File: src/hdl/mmmc_params.svh
//==============================================================
// Behaviour
// Capture mode pin at reset release.
// Host holds mode pin steady through reset.
// Exactly two modes: normal, special single chip.
// Special mode starts in active background debug.
// Paging maps 256 kByte global space.
// Arbitrate masters, one grant at a time.
// Separate address decode for each master.
// CPU unmapped access requests system reset.
// Secured: debug master barred from program flash.
// Even address aligned, odd address misaligned.
// Mode bit writes restricted, locked, blocked secured.
// Direct page: write-once normal, free special.
// Page index picks flash block at 0x8000-0xBFFF.
// Reserved locations read zero, ignore writes.
`ifndef MMMC_PARAMS_SVH
`define MMMC_PARAMS_SVH

//==============================================================
// Register indices, byte address is four times the index
`define MMMC_IDX_RSVD_A 8'h0a
`define MMMC_IDX_MODE 8'h0b
`define MMMC_IDX_RSVD_10 8'h10
`define MMMC_IDX_DIRECT 8'h11
`define MMMC_IDX_RSVD_12 8'h12
`define MMMC_IDX_RSVD_13 8'h13
`define MMMC_IDX_RSVD_14 8'h14
`define MMMC_IDX_FLASH_WINDOW_PAGE 8'h15
`define MMMC_IDX_STATE 8'h20
`define MMMC_IDX_IRQ_STAT 8'h21
`define MMMC_IDX_IRQ_MASK 8'h22

//==============================================================
// Fields and reset values
`define MMMC_MODE_BIT 7
`define MMMC_FLASH_WINDOW_PAGE_RST 4'he
`define MMMC_DIRECT_RST 8'h00
`define MMMC_IRQ_ILLEGAL 0
`define MMMC_IRQ_SECURE 1
`define MMMC_IRQ_MODE_BLK 2
`define MMMC_CAPT_WAIT 2'h2

//==============================================================
// Local map and fixed pages
`define MMMC_REG_END 16'h03ff
`define MMMC_DFL_BASE 16'h0400
`define MMMC_DFL_END 16'h13ff
`define MMMC_RAM_BASE 16'h2800
`define MMMC_FLASH_BASE 16'h4000
`define MMMC_BDM_BASE 16'hff00
`define MMMC_PAGE_0000 4'hc
`define MMMC_PAGE_4000 4'hd
`define MMMC_PAGE_C000 4'hf
`define MMMC_FLASH_PAGE_MIN 4'h8

`endif

File: src/hdl/mmmc_pkg.sv
package mmmc_pkg;

   typedef enum logic [2:0] {
      MMMC_RG_NONE,
      MMMC_RG_REG,
      MMMC_RG_DFL,
      MMMC_RG_RAM,
      MMMC_RG_PFL,
      MMMC_RG_BDM
   } mmmc_region_t;

   typedef struct packed {
      logic mode_s1;
      logic mode_s2;
      logic [1:0] capt_cnt;
      logic captured;
      logic mode_special;
      logic mode_lock;
      logic bdm_active;
      logic [7:0] direct_page_bits;
      logic direct_written;
      logic [3:0] page_index_bits;
      logic [2:0] irq_status;
      logic [2:0] irq_mask;
      logic [31:0] prdata;
      logic mem_req;
      logic mem_we;
      logic [17:0] mem_gaddr;
      logic [7:0] mem_wdata;
      mmmc_region_t mem_region;
      logic mem_misaligned;
      logic acc_valid;
      logic acc_dbg;
      logic acc_refused;
      logic reset_req;
      logic cpu_done;
      logic dbg_done;
      logic [7:0] cpu_rdata;
      logic [7:0] dbg_rdata;
   } mmmc_state_t;

endpackage

File: src/hdl/mmmc_ctrl.sv
// The APB slave port is this design's own decision.
`include "mmmc_params.svh"

module mmmc_ctrl #(
   parameter logic [3:0] FLASH_PAGE_MIN = `MMMC_FLASH_PAGE_MIN
) (
   // Clock and reset
   input wire logic core_clk_i,
   input wire logic rst_i,
   // Pins and status
   input wire logic mode_config_pin_i,
   input wire logic secured_i,
   input wire logic bdm_exit_i,
   output logic bdm_active_o,
   output logic mode_special_o,
   output logic sys_reset_req_o,
   output logic irq_o,
   // APB slave
   input wire logic psel_i,
   input wire logic penable_i,
   input wire logic pwrite_i,
   input wire logic [11:0] paddr_i,
   input wire logic [31:0] pwdata_i,
   output logic [31:0] prdata_o,
   output logic pready_o,
   output logic pslverr_o,
   // CPU master
   input wire logic cpu_req_i,
   input wire logic cpu_we_i,
   input wire logic [15:0] cpu_addr_i,
   input wire logic [7:0] cpu_wdata_i,
   output logic cpu_gnt_o,
   output logic cpu_done_o,
   output logic [7:0] cpu_rdata_o,
   // Debug master
   input wire logic dbg_req_i,
   input wire logic dbg_we_i,
   input wire logic [15:0] dbg_addr_i,
   input wire logic [7:0] dbg_wdata_i,
   output logic dbg_gnt_o,
   output logic dbg_done_o,
   output logic [7:0] dbg_rdata_o,
   // Resource side
   output logic mem_req_o,
   output logic mem_we_o,
   output logic [17:0] mem_gaddr_o,
   output logic [7:0] mem_wdata_o,
   output mmmc_pkg::mmmc_region_t mem_region_o,
   output logic mem_misaligned_o,
   input wire logic [7:0] mem_rdata_i
);
   import mmmc_pkg::*;

   mmmc_state_t st;
   mmmc_state_t next_st;

   //==============================================================
   // Decoding
   function automatic logic [3:0] page_of(input logic [15:0] a, input logic [3:0] pg);
      case (a[15:14])
         2'h0: page_of = `MMMC_PAGE_0000;
         2'h1: page_of = `MMMC_PAGE_4000;
         2'h2: page_of = pg;
         default: page_of = `MMMC_PAGE_C000;
      endcase
   endfunction

   function automatic mmmc_region_t decode(input logic [15:0] a, input logic dbg,
                                           input logic background_debug, input logic [3:0] pg);
      if (dbg && background_debug && a >= `MMMC_BDM_BASE) begin
         decode = MMMC_RG_BDM;
      end else if (a <= `MMMC_REG_END) begin
         decode = MMMC_RG_REG;
      end else if (a >= `MMMC_DFL_BASE && a <= `MMMC_DFL_END) begin
         decode = MMMC_RG_DFL;
      end else if (a >= `MMMC_RAM_BASE && a < `MMMC_FLASH_BASE) begin
         decode = MMMC_RG_RAM;
      end else if (a >= `MMMC_FLASH_BASE && page_of(a, pg) >= FLASH_PAGE_MIN) begin
         decode = MMMC_RG_PFL;
      end else begin
         decode = MMMC_RG_NONE;
      end
   endfunction

   function automatic logic [7:0] reg_index(input logic [11:0] a);
      reg_index = (a[1:0] == 2'h0) ? a[9:2] : 8'hff;
   endfunction

   //==============================================================
   // Arbitration, debug first so a halted core cannot starve it
   logic sel_dbg;
   logic [15:0] sel_addr;
   mmmc_region_t sel_region;
   logic [7:0] ridx;
   logic mapped;
   logic apb_wr;
   logic apb_setup;

   assign dbg_gnt_o = dbg_req_i;
   assign cpu_gnt_o = cpu_req_i && !dbg_req_i;
   assign sel_dbg = dbg_req_i;
   assign sel_addr = sel_dbg ? dbg_addr_i : cpu_addr_i;
   assign sel_region = decode(sel_addr, sel_dbg, st.bdm_active, st.page_index_bits);

   assign ridx = reg_index(paddr_i);
   assign mapped = (paddr_i[11:10] == 2'h0) &&
      (ridx == `MMMC_IDX_RSVD_A || ridx == `MMMC_IDX_MODE ||
       ridx == `MMMC_IDX_RSVD_10 || ridx == `MMMC_IDX_DIRECT ||
       ridx == `MMMC_IDX_RSVD_12 || ridx == `MMMC_IDX_RSVD_13 ||
       ridx == `MMMC_IDX_RSVD_14 || ridx == `MMMC_IDX_FLASH_WINDOW_PAGE ||
       ridx == `MMMC_IDX_STATE || ridx == `MMMC_IDX_IRQ_STAT ||
       ridx == `MMMC_IDX_IRQ_MASK);
   assign apb_wr = psel_i && penable_i && pwrite_i && mapped;
   assign apb_setup = psel_i && !penable_i;

   //==============================================================
   // Next state
   always_comb begin
      logic [2:0] ev;
      logic refuse;
      next_st = st;
      ev = 3'h0;
      refuse = 1'b0;

      // Pin passes two flops; the wait covers the synchroniser
      next_st.mode_s1 = mode_config_pin_i;
      next_st.mode_s2 = st.mode_s1;
      if (!st.captured) begin
         if (st.capt_cnt == `MMMC_CAPT_WAIT) begin
            next_st.captured = 1'b1;
            next_st.mode_special = st.mode_s2; // see R01 see R02
            next_st.bdm_active = st.mode_s2;
         end else begin
            next_st.capt_cnt = st.capt_cnt + 2'h1;
         end
      end
      if (bdm_exit_i) begin
         next_st.bdm_active = 1'b0;
      end

      // Resource access, stage one
      next_st.acc_valid = dbg_gnt_o || cpu_gnt_o;
      next_st.acc_dbg = sel_dbg;
      if (sel_dbg && secured_i && sel_region == MMMC_RG_PFL) begin
         refuse = 1'b1;
         ev[`MMMC_IRQ_SECURE] = 1'b1;
      end
      if (sel_region == MMMC_RG_NONE) begin
         refuse = 1'b1;
      end
      next_st.acc_refused = refuse;
      next_st.reset_req = cpu_gnt_o && sel_region == MMMC_RG_NONE;
      if (next_st.reset_req) begin
         ev[`MMMC_IRQ_ILLEGAL] = 1'b1;
      end
      next_st.mem_req = next_st.acc_valid && !refuse;
      next_st.mem_we = sel_dbg ? dbg_we_i : cpu_we_i;
      next_st.mem_gaddr = {page_of(sel_addr, st.page_index_bits), sel_addr[13:0]}; // see R05
      next_st.mem_wdata = sel_dbg ? dbg_wdata_i : cpu_wdata_i;
      next_st.mem_region = sel_region;
      next_st.mem_misaligned = sel_addr[0];

      // Stage two, refused reads return zero
      next_st.cpu_done = st.acc_valid && !st.acc_dbg;
      next_st.dbg_done = st.acc_valid && st.acc_dbg;
      if (st.acc_valid && !st.acc_dbg) begin
         next_st.cpu_rdata = st.acc_refused ? 8'h00 : mem_rdata_i;
      end
      if (st.acc_valid && st.acc_dbg) begin
         next_st.dbg_rdata = st.acc_refused ? 8'h00 : mem_rdata_i;
      end

      // Register writes
      if (apb_wr) begin
         case (ridx)
            `MMMC_IDX_MODE: begin
               if (secured_i || (st.mode_lock && !st.mode_special)) begin
                  ev[`MMMC_IRQ_MODE_BLK] = 1'b1;
               end else if (!st.mode_special && pwdata_i[`MMMC_MODE_BIT]) begin
                  next_st.mode_lock = 1'b1;
                  ev[`MMMC_IRQ_MODE_BLK] = 1'b1;
               end else begin
                  next_st.mode_special = pwdata_i[`MMMC_MODE_BIT];
               end
            end
            `MMMC_IDX_DIRECT: begin
               if (st.mode_special || !st.direct_written) begin
                  next_st.direct_page_bits = pwdata_i[7:0];
                  next_st.direct_written = 1'b1;
               end
            end
            `MMMC_IDX_FLASH_WINDOW_PAGE: next_st.page_index_bits = pwdata_i[3:0];
            `MMMC_IDX_IRQ_MASK: next_st.irq_mask = pwdata_i[2:0];
            default: begin
            end
         endcase
      end

      // Sticky status, a new event wins over the clear
      if (apb_wr && ridx == `MMMC_IDX_IRQ_STAT) begin
         next_st.irq_status = st.irq_status & ~pwdata_i[2:0];
      end
      next_st.irq_status = next_st.irq_status | ev;

      // Read data is prepared in the setup phase for a zero-wait answer
      if (apb_setup) begin
         case (ridx)
            `MMMC_IDX_MODE: next_st.prdata = {24'h0, st.mode_special, 7'h00};
            `MMMC_IDX_DIRECT: next_st.prdata = {24'h0, st.direct_page_bits};
            `MMMC_IDX_FLASH_WINDOW_PAGE: next_st.prdata = {28'h0, st.page_index_bits};
            `MMMC_IDX_STATE: next_st.prdata = {27'h0, st.direct_written, st.mode_lock,
                                               st.bdm_active, st.mode_special, secured_i};
            `MMMC_IDX_IRQ_STAT: next_st.prdata = {29'h0, st.irq_status};
            `MMMC_IDX_IRQ_MASK: next_st.prdata = {29'h0, st.irq_mask};
            default: next_st.prdata = 32'h0;
         endcase
         if (paddr_i[11:10] != 2'h0) begin
            next_st.prdata = 32'h0;
         end
      end
   end

   //==============================================================
   // State register
   always_ff @(posedge core_clk_i or posedge rst_i) begin
      if (rst_i) begin
         st <= '0;
         st.page_index_bits <= `MMMC_FLASH_WINDOW_PAGE_RST;
         st.direct_page_bits <= `MMMC_DIRECT_RST;
         st.mem_region <= MMMC_RG_NONE;
      end else begin
         st <= next_st;
      end
   end

   //==============================================================
   // Outputs
   assign bdm_active_o = st.bdm_active;
   assign mode_special_o = st.mode_special;
   assign sys_reset_req_o = st.reset_req;
   assign irq_o = |(st.irq_status & st.irq_mask);
   assign prdata_o = st.prdata;
   assign pready_o = 1'b1;
   assign pslverr_o = psel_i && penable_i && !mapped;
   assign cpu_done_o = st.cpu_done;
   assign cpu_rdata_o = st.cpu_rdata;
   assign dbg_done_o = st.dbg_done;
   assign dbg_rdata_o = st.dbg_rdata;
   assign mem_req_o = st.mem_req;
   assign mem_we_o = st.mem_we;
   assign mem_gaddr_o = st.mem_gaddr;
   assign mem_wdata_o = st.mem_wdata;
   assign mem_region_o = st.mem_region;
   assign mem_misaligned_o = st.mem_misaligned;

   //==============================================================
   // Checks
   property p_mode_capture;
      @(posedge core_clk_i) disable iff (rst_i)
      (!st.captured && st.capt_cnt == `MMMC_CAPT_WAIT) |=>
         (mode_special_o == $past(st.mode_s2)) && st.captured;
   endproperty
   a_mode_capture: assert property (p_mode_capture)
      else $error("mode not captured from pin");

   property p_debug_entry;
      @(posedge core_clk_i) disable iff (rst_i)
      ($rose(st.captured) && mode_special_o) |-> bdm_active_o;
   endproperty
   a_debug_entry: assert property (p_debug_entry)
      else $error("special mode did not enter debug");

   property p_one_grant;
      @(posedge core_clk_i) disable iff (rst_i)
      !(cpu_gnt_o && dbg_gnt_o);
   endproperty
   a_one_grant: assert property (p_one_grant)
      else $error("two masters granted");

   property p_window;
      @(posedge core_clk_i) disable iff (rst_i)
      (cpu_gnt_o && cpu_addr_i[15:14] == 2'h2 &&
       st.page_index_bits >= FLASH_PAGE_MIN) |=>
         mem_req_o && mem_gaddr_o == {$past(st.page_index_bits), $past(cpu_addr_i[13:0])};
   endproperty
   a_window: assert property (p_window)
      else $error("flash window address wrong");

   property p_illegal_reset;
      @(posedge core_clk_i) disable iff (rst_i)
      (cpu_gnt_o && decode(cpu_addr_i, 1'b0, st.bdm_active, st.page_index_bits)
         == MMMC_RG_NONE) |=> sys_reset_req_o && !mem_req_o ##1 cpu_done_o;
   endproperty
   a_illegal_reset: assert property (p_illegal_reset)
      else $error("unmapped access gave no reset");

   property p_secure_refuse;
      @(posedge core_clk_i) disable iff (rst_i)
      (dbg_gnt_o && secured_i && sel_region == MMMC_RG_PFL) |=>
         !mem_req_o ##1 (dbg_done_o && dbg_rdata_o == 8'h00);
   endproperty
   a_secure_refuse: assert property (p_secure_refuse)
      else $error("secured flash read reached memory");

   property p_misalign;
      @(posedge core_clk_i) disable iff (rst_i)
      mem_req_o |-> mem_misaligned_o == mem_gaddr_o[0];
   endproperty
   a_misalign: assert property (p_misalign)
      else $error("misaligned flag wrong");

   property p_mode_secured;
      @(posedge core_clk_i) disable iff (rst_i)
      (apb_wr && ridx == `MMMC_IDX_MODE && secured_i) |=>
         $stable(mode_special_o) && st.irq_status[`MMMC_IRQ_MODE_BLK];
   endproperty
   a_mode_secured: assert property (p_mode_secured)
      else $error("mode changed while secured");

   property p_direct_once;
      @(posedge core_clk_i) disable iff (rst_i)
      (apb_wr && ridx == `MMMC_IDX_DIRECT && !mode_special_o && st.direct_written) |=>
         $stable(st.direct_page_bits);
   endproperty
   a_direct_once: assert property (p_direct_once)
      else $error("direct page rewritten in normal mode");

   property p_reserved_zero;
      @(posedge core_clk_i) disable iff (rst_i)
      (apb_setup && (ridx == `MMMC_IDX_RSVD_A || ridx == `MMMC_IDX_RSVD_12)) |=>
         prdata_o == 32'h0;
   endproperty
   a_reserved_zero: assert property (p_reserved_zero)
      else $error("reserved location read nonzero");

endmodule

File: config.mk
export PLATFORM = sky130hd
export DESIGN_NAME = mmmc_ctrl
export DESIGN_NICKNAME = d
export VERILOG_FILES = /design/src/hdl/mmmc_pkg.sv /design/src/hdl/mmmc_ctrl.sv
export VERILOG_INCLUDE_DIRS = /design/src /design/src/hdl
export SDC_FILE = /design/constraint.sdc
export NUM_CORES = 1
export LEC_CHECK = 0
export BUFFER_PORTS_ARGS = -buffer_cell sky130_fd_sc_hd__buf_2
export CAP_MARGIN = 40
export CORE_AREA = 8 8 95 161
export CTS_BUF_LIST = sky130_fd_sc_hd__clkbuf_8
export DETAILED_ROUTE_END_ITERATION = 12
export DIE_AREA = 0 0 103 169
export GPL_ROUTABILITY_DRIVEN = 0
export SYNTH_ARGS = -nofsm -noshare
export SYNTH_HDL_FRONTEND = slang
export SYNTH_SLANG_ARGS = --single-unit
File: constraint.sdc
create_clock -name core_clk_i -period 2.9 [get_ports core_clk_i]
set_clock_uncertainty 0.1 [all_clocks]
set_input_delay 0.29 -clock core_clk_i [delete_from_list [all_inputs] [get_ports core_clk_i]]
set_output_delay 0.29 -clock core_clk_i [all_outputs]
set_load 0.02 [all_outputs]
==> results of run 1 <==
routing by layer:
metal  up-vias  track usage (%)
li1       1507                -
met1      1529             12.6
met2       131             23.0
met3        16             3.13
met4         0             5.38
met5         -                0
cells by family after synthesis:
group           synth area share [%]
buf+inv                         15.8
simple gates                    11.9
flops                           49.3
compound gates                  11.3
mux                             10.9
other cells                    0.168
xor+xnor                       0.391
fa+ha+maj                      0.279
timing repair:
item / 4_1_cts / 5_1_grt
hold buffers: 3 / 0
resized for setup: 0 / 0
endpoints found under the hold margin: 33 / 0
per-stage QoR:
stage	total power [mW]	instance area, um^2	worst slack [ps]
after floorplan	1.71	4560	236
after global placement	1.77	4920	584
after detailed placement	1.78	4920	541
after CTS	2.57	5130	928
after global routing	2.66	5130	796
final	2.53	5130	940
critical path, cell delays in order:
cell      delay, ps
buf_2           460
buf_4           340
mux2_2          390
a22oi_1         290
and4bb_2        300
a21o_1           80
cell usage after synthesis, types with 2 or more instances:
library cell  instances  area [um^2]
a22oi_1               4         30.0
dfrtp_1              85         2130
and2_1                2         12.5
and4bb_2              2         25.0
buf_2                 5         25.0
nor2_1               12         45.0
mux2_2               37          417
a32o_1                3         30.0
a31oi_1               2         12.5
nor3_1                2         10.0
nand3_1               5         25.0
dfstp_2               3         78.8
conb_1                2         7.51
o32ai_1               2         17.5
a21o_1                2         15.0
nand2_1              37          139
nand4_1               2         12.5
nor4_1                2         12.5
nand2b_1             14         87.6
nor2b_1               7         43.8
buf_4                79          593
mux2i_1               7         70.1
o21ai_0              26          130
a21oi_1               6         30.0
o2bb2ai_1             4         35.0
a21boi_0              2         15.0
inv_1                14         52.6
clkbuf_1              5         18.8
a22o_1                6         52.6
how the worst max path moves through the flow:
stage,from,to
floorplan,rst_i,bdm_active_o
finish,dbg_req_i,st[89]
CTS,dbg_req_i,st[89]
global placement,dbg_req_i,mem_req_o
global route,dbg_req_i,mem_req_o
detailed placement,dbg_req_i,st[89]
power by group:
| group | total [mW] | switching (mW) | leakage (nW) | internal [mW] |
|---|---|---|---|---|
| Clock | 0.771 | 0.433 | 0.0945 | 0.338 |
| Combinational | 0.434 | 0.279 | 1.35 | 0.155 |
| Sequential | 1.32 | 0.0288 | 1.10 | 1.29 |
final cells by class:
type | count | area, um^2
multi-input combinational | 238 | 1650
inverter | 14 | 53.8
tap | 174 | 218
fill | 1374 | 8040
timing repair buffer | 158 | 826
clock inverter | 6 | 42.5
sequential | 88 | 2210
clock buffer | 10 | 138
registers in the layout, indices dropped and copies added (netlist names):
name / flops
mem_gaddr_o: 18
mem_wdata_o: 8
mem_we_o: 1
cpu_rdata_o: 8
dbg_rdata_o: 8
prdata_o: 8
st: 27
mem_req_o: 1
sys_reset_req_o: 1
mode_special_o: 1
next_st: 1
dbg_done_o: 1
mem_region_o: 3
cpu_done_o: 1
bdm_active_o: 1
==> key figures, run 1 <==
Run status
  – Outcome: complete, no violations

Layout
  – Final std cells w/o fill: 688
  – Nets: 622
  – Final core occ: 39.0%
  – Layout cells sized above 1: 43.0%
  – Area growth from synthesis to layout: 14.6%
  – Most frequent cells in the layout: buf_2, dfrtp_1, nand2_1, mux2_2, o21ai_0
  – Commonest non-fill, non-tap cell in the layout: buf_2
  – Antenna Cells: 0

Run
  – Max cap viols: 0

Setup path
  – Worst Path Max Fanout: 29
  – Reg2Reg Setup Slack: approximately 1100 ps
  – Reg-to-reg endpoint: st[100]
  – CP Launch Type: primary input
  – Arr. time, crit path: 2160 ps
  – Crit path kind: in2reg
  – CP endpoint kind: register
  – CP required: 3100 ps
  – Worst Reg-to-Reg Cells: 3
  – Worst r2r src: mode_special_o

Clock network
  – Post CTS Setup Buffer Count: 0
  – Clk Latency, worst-skew pair: about 350 ps
  – Max clock buf depth: 2
  – Clock Sink Count: 88
  – CTS tree: done
  – CTS HTree Levels: 3
  – CTS Root Cell: clkbuf_8
  – Clock-pin slew on the worst setup and hold paths: 90 ps
  – Number of clock buffers inserted by TritonCTS: 9

Drt
  – Met2 Routed Length: between 5 and 6 mm
  – M1 WL: 3.79 mm
  – First-pass DRT Iterations: 4
  – DRC: 0
  – Routed via count: 3183
  – 1st-iter DRT viols: 81
  – Vias/cell: approximately 4.6
  – Final ANT Viol Nets: 0
  – Top Metal Used: met4
  – Met3 WL post-DR: 1.03 mm
  – Post-DR wirelength/cell: 16.0 um
  – Final WL: 11.0 mm

STA
  – Fin crit share: approximately two thirds
  – Final Slew Violations: 0
  – Worst slew pin tran: 617 ps
  – Min cycle time layout: ~2000 ps
  – Hold Fails Final Rpt: 0
  – WHS: 48.8 ps
  – Unrepaired setup endpoints after global routing: no
  – Fmax: 510 MHz
  – Rel. slew slack: 58.5%
  – Final setup vio count: 0
  – TNS Setup: 0 ps

Die
  – Die extent in x: 103 um
  – FP Rows: 56
  – Overall die area: 0.0174 mm^2
  – IO Pins: 202
  – Initial Utilization: approximately 34%
  – Core ar.: 0.0132 mm^2
  – Die Y-Extent: approximately 170 um

Synth
  – Yosys cell types: 59
  – Synthesized flop and latch total: 88
  – Seq/Total Area, Yosys: approximately 50%
  – Synth Area per Inst: 10.9 um^2
  – Cell Area, Synth: 0.00448 mm^2
  – Post-synth EDFFs: 0
  – Gate Count Post-Synth: 409
  – Ys async rst share: between 90% and 100%
  – Post-synth top flop: dfrtp_1
  – Yosys warns: 0

Hold path
  – Hold endpoint: st[21]
  – Hold path start: cpu_req_i
  – Min-Delay Path Class: in2reg
  – Hold path cells: 3

GRT
  – Pin count of the biggest net entering global routing: between 50 and 60
  – Initial antenna violation count: 0
  – Vias in the first global route: around 3300
  – Grt ovf: 0
  – First-pass GRT wire length: 16.8 mm
  – Total GRT Usage: between 10 and 15%

Power
  – Total leakage power: 2.54 nW
  – Power per cell area: 493 mW/mm^2
  – Peak supply drop: 202 uV

Placed design
  – DP HPWL: 8.87 mm
  – # port buffers: 152
  – Post-Place Cells: about 670
Note: power is estimated with default switching activity, not from simulation.
==> run 2: changes to the inputs <==
==> constraint.sdc (replaced) <==
create_clock -name core_clk_i -period 1.63 [get_ports core_clk_i]
set_clock_uncertainty 0.1 [all_clocks]
set_input_delay 0.163 -clock core_clk_i [delete_from_list [all_inputs] [get_ports core_clk_i]]
set_output_delay 0.163 -clock core_clk_i [all_outputs]
set_load 0.02 [all_outputs]
==> run 2 against run 1 <==
Against the previous run: the run now ends with setup timing left; hold slack worse by 1.2 ps; core utilization up 6.9 points; non-clock buffer count up 95; global-route usage up 1.1 points; final cell count up 14%; wire length up 11%; count of clock-buffer cells in the layout down 1; setup slack worse by 990 ps; critical path type is now reg2out; highest routed layer unchanged.
==> key figures, run 2 (same netlist as run 1, synthesis figures left out) <==
Run status
  – Outcome: finished with violations
  – Failing checks: setup timing

Setup path
  – WP buf/inv: 2
  – Arr. time, crit path: 1410 ps
  – Crit path cell chain: a222oi_1 > inv_1 > buf_6
  – CP required: 1370 ps
  – Reg-to-reg endpoint: prdata_o[3]
  – Crit path kind: reg2out
  – Reg2Reg Setup Slack: 180 ps
  – Worst Path Max Fanout: 2
  – Worst Reg-to-Reg Cells: 4
  – CP Launch Type: register
  – Worst path max stage delay: between 400 and 500 ps
  – Worst r2r src: st[95]
  – CP top delay family: compound AO/OA/AOI/OAI gates
  – CP endpoint kind: primary output
  – CP max-delay cell: a222oi_1

Layout
  – Post-route design area: 0.00604 mm^2
  – Commonest non-fill, non-tap cell in the layout: buf_2
  – Number of flip-flops under the largest register name: 27
  – Nets: 717
  – Antenna Cells: 0
  – Area growth from synthesis to layout: 35.0%
  – Top reg by flops: st
  – Most frequent cells in the layout: buf_2, dfrtp_1, dlygate4sd3_1, buf_4, nand2_1
  – Layout cells sized above 1: 43.5%

Placed design
  – # port buffers: around 150
  – DP HPWL: ~9 mm
  – Placed cell areas: about 0.0052 mm^2

Die
  – Initial Utilization: ~34%
  – Die Y-Extent: between 150 and 200 um
  – FP Rows: 56
  – Core ar.: 0.0132 mm^2
  – Die extent in x: 103 um
  – IO Pins: between 200 and 250
  – Overall die area: 0.0174 mm^2

Drt
  – First-pass DRT Iterations: 6
  – Final WL: 12.2 mm
  – Post-DR wirelength/cell: ~16 um
  – Final ANT Viol Nets: 0
  – Vias/cell: 4.55
  – 1st-iter DRT viols: around 130
  – DRC: 0
  – Routed via count: around 3600

GRT
  – GR Layer Usage met3: under 10%
  – Pin count of the biggest net entering global routing: 89
  – Initial antenna violation count: 0
  – First-pass GRT wire length: around 19 mm
  – Met2 Usage GRT: 25.9%
  – Total GRT Usage: 13.6%
  – Vias in the first global route: between 3000 and 4000
  – Routing usage on met1: 13.8%
  – Most Crowded Layer GR: met2
  – Grt ovf: 0

STA
  – Min cycle time layout: 1680 ps
  – Final setup vio count: 1
  – Final Slew Violations: 0
  – Worst slew pin tran: ~520 ps
  – Unrepaired setup endpoints after global routing: yes
  – Worst setup margin: -45.4 ps
  – Fmax: 597 MHz
  – Rel. slew slack: 65.2%
  – Hold Fails Final Rpt: 0
  – Fin crit share: 103%

Power
  – Power per cell area: 814 mW/mm^2
  – Total power: approximately 5 mW
  – Total leakage power: 2.99 nW
  – Peak supply drop: roughly 460 uV

Clock network
  – CTS Root Cell: clkbuf_8
  – Clock-pin slew on the worst setup and hold paths: 90 ps
  – Clock Sink Count: 88
  – Clk Latency, worst-skew pair: 360 ps
  – Max clock buf depth: 2
  – Number of clock buffers inserted by TritonCTS: 9
  – CTS tree: done
  – CTS HTree Levels: 3

Hold path
  – Min-Delay Path Class: in2reg
  – Hold path cells: 3
  – Hold endpoint: mem_gaddr_o[17]
  – Hold path start: cpu_addr_i[14]

Run
  – Max cap viols: 0
## run 2: cell types whose count changed in the layout (fill, tap and decap cells not counted), moves of 2 or more
cell / delta
dlygate4sd3_1: +55
buf_4: +40
clkinv_2: -2
clkinvlp_4: +2
inv_8: +2
mux2_2: -2
mux2_4: +2
## run 2: what timing repair did
action	4_1_cts	5_1_grt
hold buffers	59	0
resized for setup	0	7
endpoints found under the setup margin	1	5
endpoints found under the hold margin	141	0
setup buffers	3	0
pin swaps	1	4
## run 2: report_power, final
part           total (mW)  switching, mW  internal, mW
Clock                1.61          0.870         0.741
Sequential           2.35         0.0507          2.30
Combinational       0.960          0.537         0.422
Total                4.92           1.46          3.46
## run 2: cell type report
type / instances / area, um^2
fill: 1262 / 7130
sequential: 88 / 2210
timing repair buffer: 253 / 1680
multi-input combinational: 238 / 1670
tap: 174 / 218
clock buffer: 9 / 124
clock inverter: 7 / 85.1
inverter: 14 / 56.3
## run 2: stage by stage
step                      instances  utilization, %  hold slack, ps  setup slack, ps  setup TNS [ps]
after floorplan                 432               -            94.4            -72.3            -587
after global placement          706            39.5             175             -158           -1660
after detailed placement        706            39.5             174             -236           -2240
after CTS                       784            45.8            28.0            -58.2           -58.2
after global routing            783            45.9            55.4             -109            -121
final                           783            45.9            47.6            -45.4           -45.4
## run 2: worst max path at each step
stage | start | endpoint | slack (ps) | cells after the start
finish | st[88] | irq_o | -50 | 3
floorplan | paddr_i[1] | st[100] | -70 | 4
global placement | dbg_req_i | st[89] | -160 | 7
detailed placement | dbg_req_i | st[89] | -240 | 7
CTS | st[88] | irq_o | -60 | 3
global route | st[88] | irq_o | -110 | 3
## run 2: routing by layer
layer	wire length, um	vias to the layer above
met4	207	0
met1	4180	1715
met3	962	15
met5	0	-
li1	-	1696
met2	6830	133
## run 2: tightest hold or removal path: stages
cell,delay (ps)
buf_2,130
o32ai_1,100
nand2b_1,70
==> run 3: changes to the inputs <==
--- a/config.mk
+++ b/config.mk
@@ -8,10 +8,10 @@
 export LEC_CHECK = 0
 export BUFFER_PORTS_ARGS = -buffer_cell sky130_fd_sc_hd__buf_2
 export CAP_MARGIN = 40
-export CORE_AREA = 8 8 95 161
+export CORE_AREA = 8 8 123 125
 export CTS_BUF_LIST = sky130_fd_sc_hd__clkbuf_8
 export DETAILED_ROUTE_END_ITERATION = 12
-export DIE_AREA = 0 0 103 169
+export DIE_AREA = 0 0 131 133
 export GPL_ROUTABILITY_DRIVEN = 0
 export SYNTH_ARGS = -nofsm -noshare
 export SYNTH_HDL_FRONTEND = slang
==> constraint.sdc (replaced) <==
create_clock -name core_clk_i -period 1.63 [get_ports core_clk_i]
set_clock_uncertainty 0.1 [all_clocks]
set_input_delay 0.163 -clock core_clk_i [delete_from_list [all_inputs] [get_ports core_clk_i]]
set_output_delay 0.163 -clock core_clk_i [all_outputs]
set_load 0.005 [all_outputs]
==> run 3 against run 2 <==
Against the previous run: the flow still finishes with violations (setup timing); count of clock-buffer cells in the layout unchanged; critical path depth unchanged; final cell count increased by 1.3%.
==> key figures, run 3 (same netlist as run 1, synthesis figures left out) <==
Drt
  – Vias/cell: 4.43
  – Final ANT Viol Nets: 0
  – First-pass DRT Iterations: 4
  – Final WL: 11.8 mm
  – DRC: 0
  – Routed via count: between 3000 and 4000
  – Post-DR wirelength/cell: 14.9 um
  – 1st-iter DRT viols: 175

Power
  – Total leakage power: 3.03 nW
  – Peak supply drop: 441 uV
  – Power per cell area: between 700 and 800 mW/mm^2

STA
  – Final setup vio count: 1
  – Worst setup margin: -83.5 ps
  – Min cycle time layout: 1710 ps
  – Rel. slew slack: 64.9%
  – Unrepaired setup endpoints after global routing: yes
  – Hold Fails Final Rpt: 0
  – Final Slew Violations: 0
  – Fmax: just under 600 MHz
  – Worst slew pin tran: 527 ps
  – Fin crit share: 105%
  – WHS: 18.6 ps

Die
  – IO Pins: 202
  – Initial Utilization: between 30 and 40%
  – Overall die area: about 0.017 mm^2
  – Die extent in x: 131 um
  – Core ar.: 0.0131 mm^2
  – FP Rows: 42
  – Die Y-Extent: 133 um

Setup path
  – CP Launch Type: register
  – Worst Path Max Fanout: 2
  – Arr. time, crit path: between 1000 and 1500 ps
  – Crit path kind: reg2out
  – CP endpoint kind: primary output
  – CP required: 1370 ps

Run status
  – Outcome: finished with violations
  – Failing checks: setup timing

Hold path
  – Min-Delay Path Class: in2reg

Layout
  – Commonest non-fill, non-tap cell in the layout: buf_2
  – Fill cell count: between 1000 and 1500
  – Antenna Cells: 0
  – Register area: around 0.0022 mm^2
  – Most frequent cells in the layout: buf_2, dfrtp_1, dlygate4sd3_1, buf_4, nand2_1
  – Layout cells sized above 1: 44.1%
  – Multi-input gate area: between 0.0015 and 0.002 mm^2
  – Top reg by flops: st
  – Area growth from synthesis to layout: 36.7%
  – Number of flip-flops under the largest register name: 27
  – Nets: 725
  – Final std cells w/o fill: 793
  – Post-route design area: 0.00612 mm^2

Clock network
  – Clk Latency, worst-skew pair: 360 ps
  – Number of clock buffers inserted by TritonCTS: 9
  – Max clock buf depth: 2
  – CTS tree: done
  – CTS HTree Levels: 3
  – Clock-pin slew on the worst setup and hold paths: 90 ps
  – Clock Sink Count: 88
  – CTS Root Cell: clkbuf_8

Placed design
  – Placed cell areas: 0.00527 mm^2
  – # port buffers: roughly 150
  – Post-Place Cells: about 700
  – DP HPWL: 9.32 mm
  – Post-place setup slack: -248 ps

GRT
  – First-pass GRT wire length: between 15 and 20 mm
  – Total GRT Usage: 13.9%
  – Pin count of the biggest net entering global routing: 32
  – Initial antenna violation count: 0
  – Grt ovf: 0
  – Vias in the first global route: 3817

Run
  – Max cap viols: 0
## run 3: metrics by stage
step	power (mW)	util, %	TNS (ps)
finish	4.66	46.8	-83.5
global route	4.92	46.8	-206
CTS	4.73	46.5	-105
detailed placement	3.07	40.3	-3930
global placement	3.05	40.3	-3000
floorplan	2.86	-	-587
## run 3: final timing paths
path | startpoint | to | slack [ps] | depth (start not counted)
worst max-delay path | st[91] | irq_o | -80 | 3
worst min-delay path | dbg_addr_i[10] | mem_gaddr_o[10] | 20 | 3
worst max register to register | bdm_active_o | st[89] | 70 | 5
worst min register to register | next_st[111] | st[111] | 250 | 0
max in group asynchronous | rst_i | mem_we_o | 580 | 4
min in group asynchronous | rst_i | mem_gaddr_o[2] | 280 | 3
## run 3: per-layer routing
metal / track usage [%] / routed length, um / vias up
met4: 4.98 / 167 / 0
met2: 23.7 / 6010 / 109
met3: 3.42 / 943 / 9
met5: 0 / 0 / -
met1: 16.3 / 4710 / 1675
li1: - / - / 1721
## run 3: final cells by class
class,instances,share of cell area (%)
flip-flops and latches,88,36.1
inverters,14,0.920
multi-input cells,238,27.6
repair buffers,261,28.7
clock buffers,9,2.02
clock inverters,7,1.17
well taps,176,3.60
## run 3: worst max-delay path, cell delays in order (launching register included)
cell and delay [ps]:
dfrtp_1 400, a222oi_1 460, inv_1 80, buf_2 140
## run 3: where the power goes
group          internal [mW]  switching [mW]  total (mW)
Combinational          0.436           0.366       0.803
Sequential              2.30          0.0479        2.35
Clock                  0.711           0.801        1.51
Total                   3.45            1.21        4.66
## run 3: what timing repair did
item / in CTS / in global routing
pin swaps: 1 / 1
endpoints found under the setup margin: 2 / 3
hold buffers: 60 / 0
gates resized for setup: 1 / 5
endpoints found under the hold margin: 75 / 0
cloned: 0 / 0
setup buffers: 1 / 2
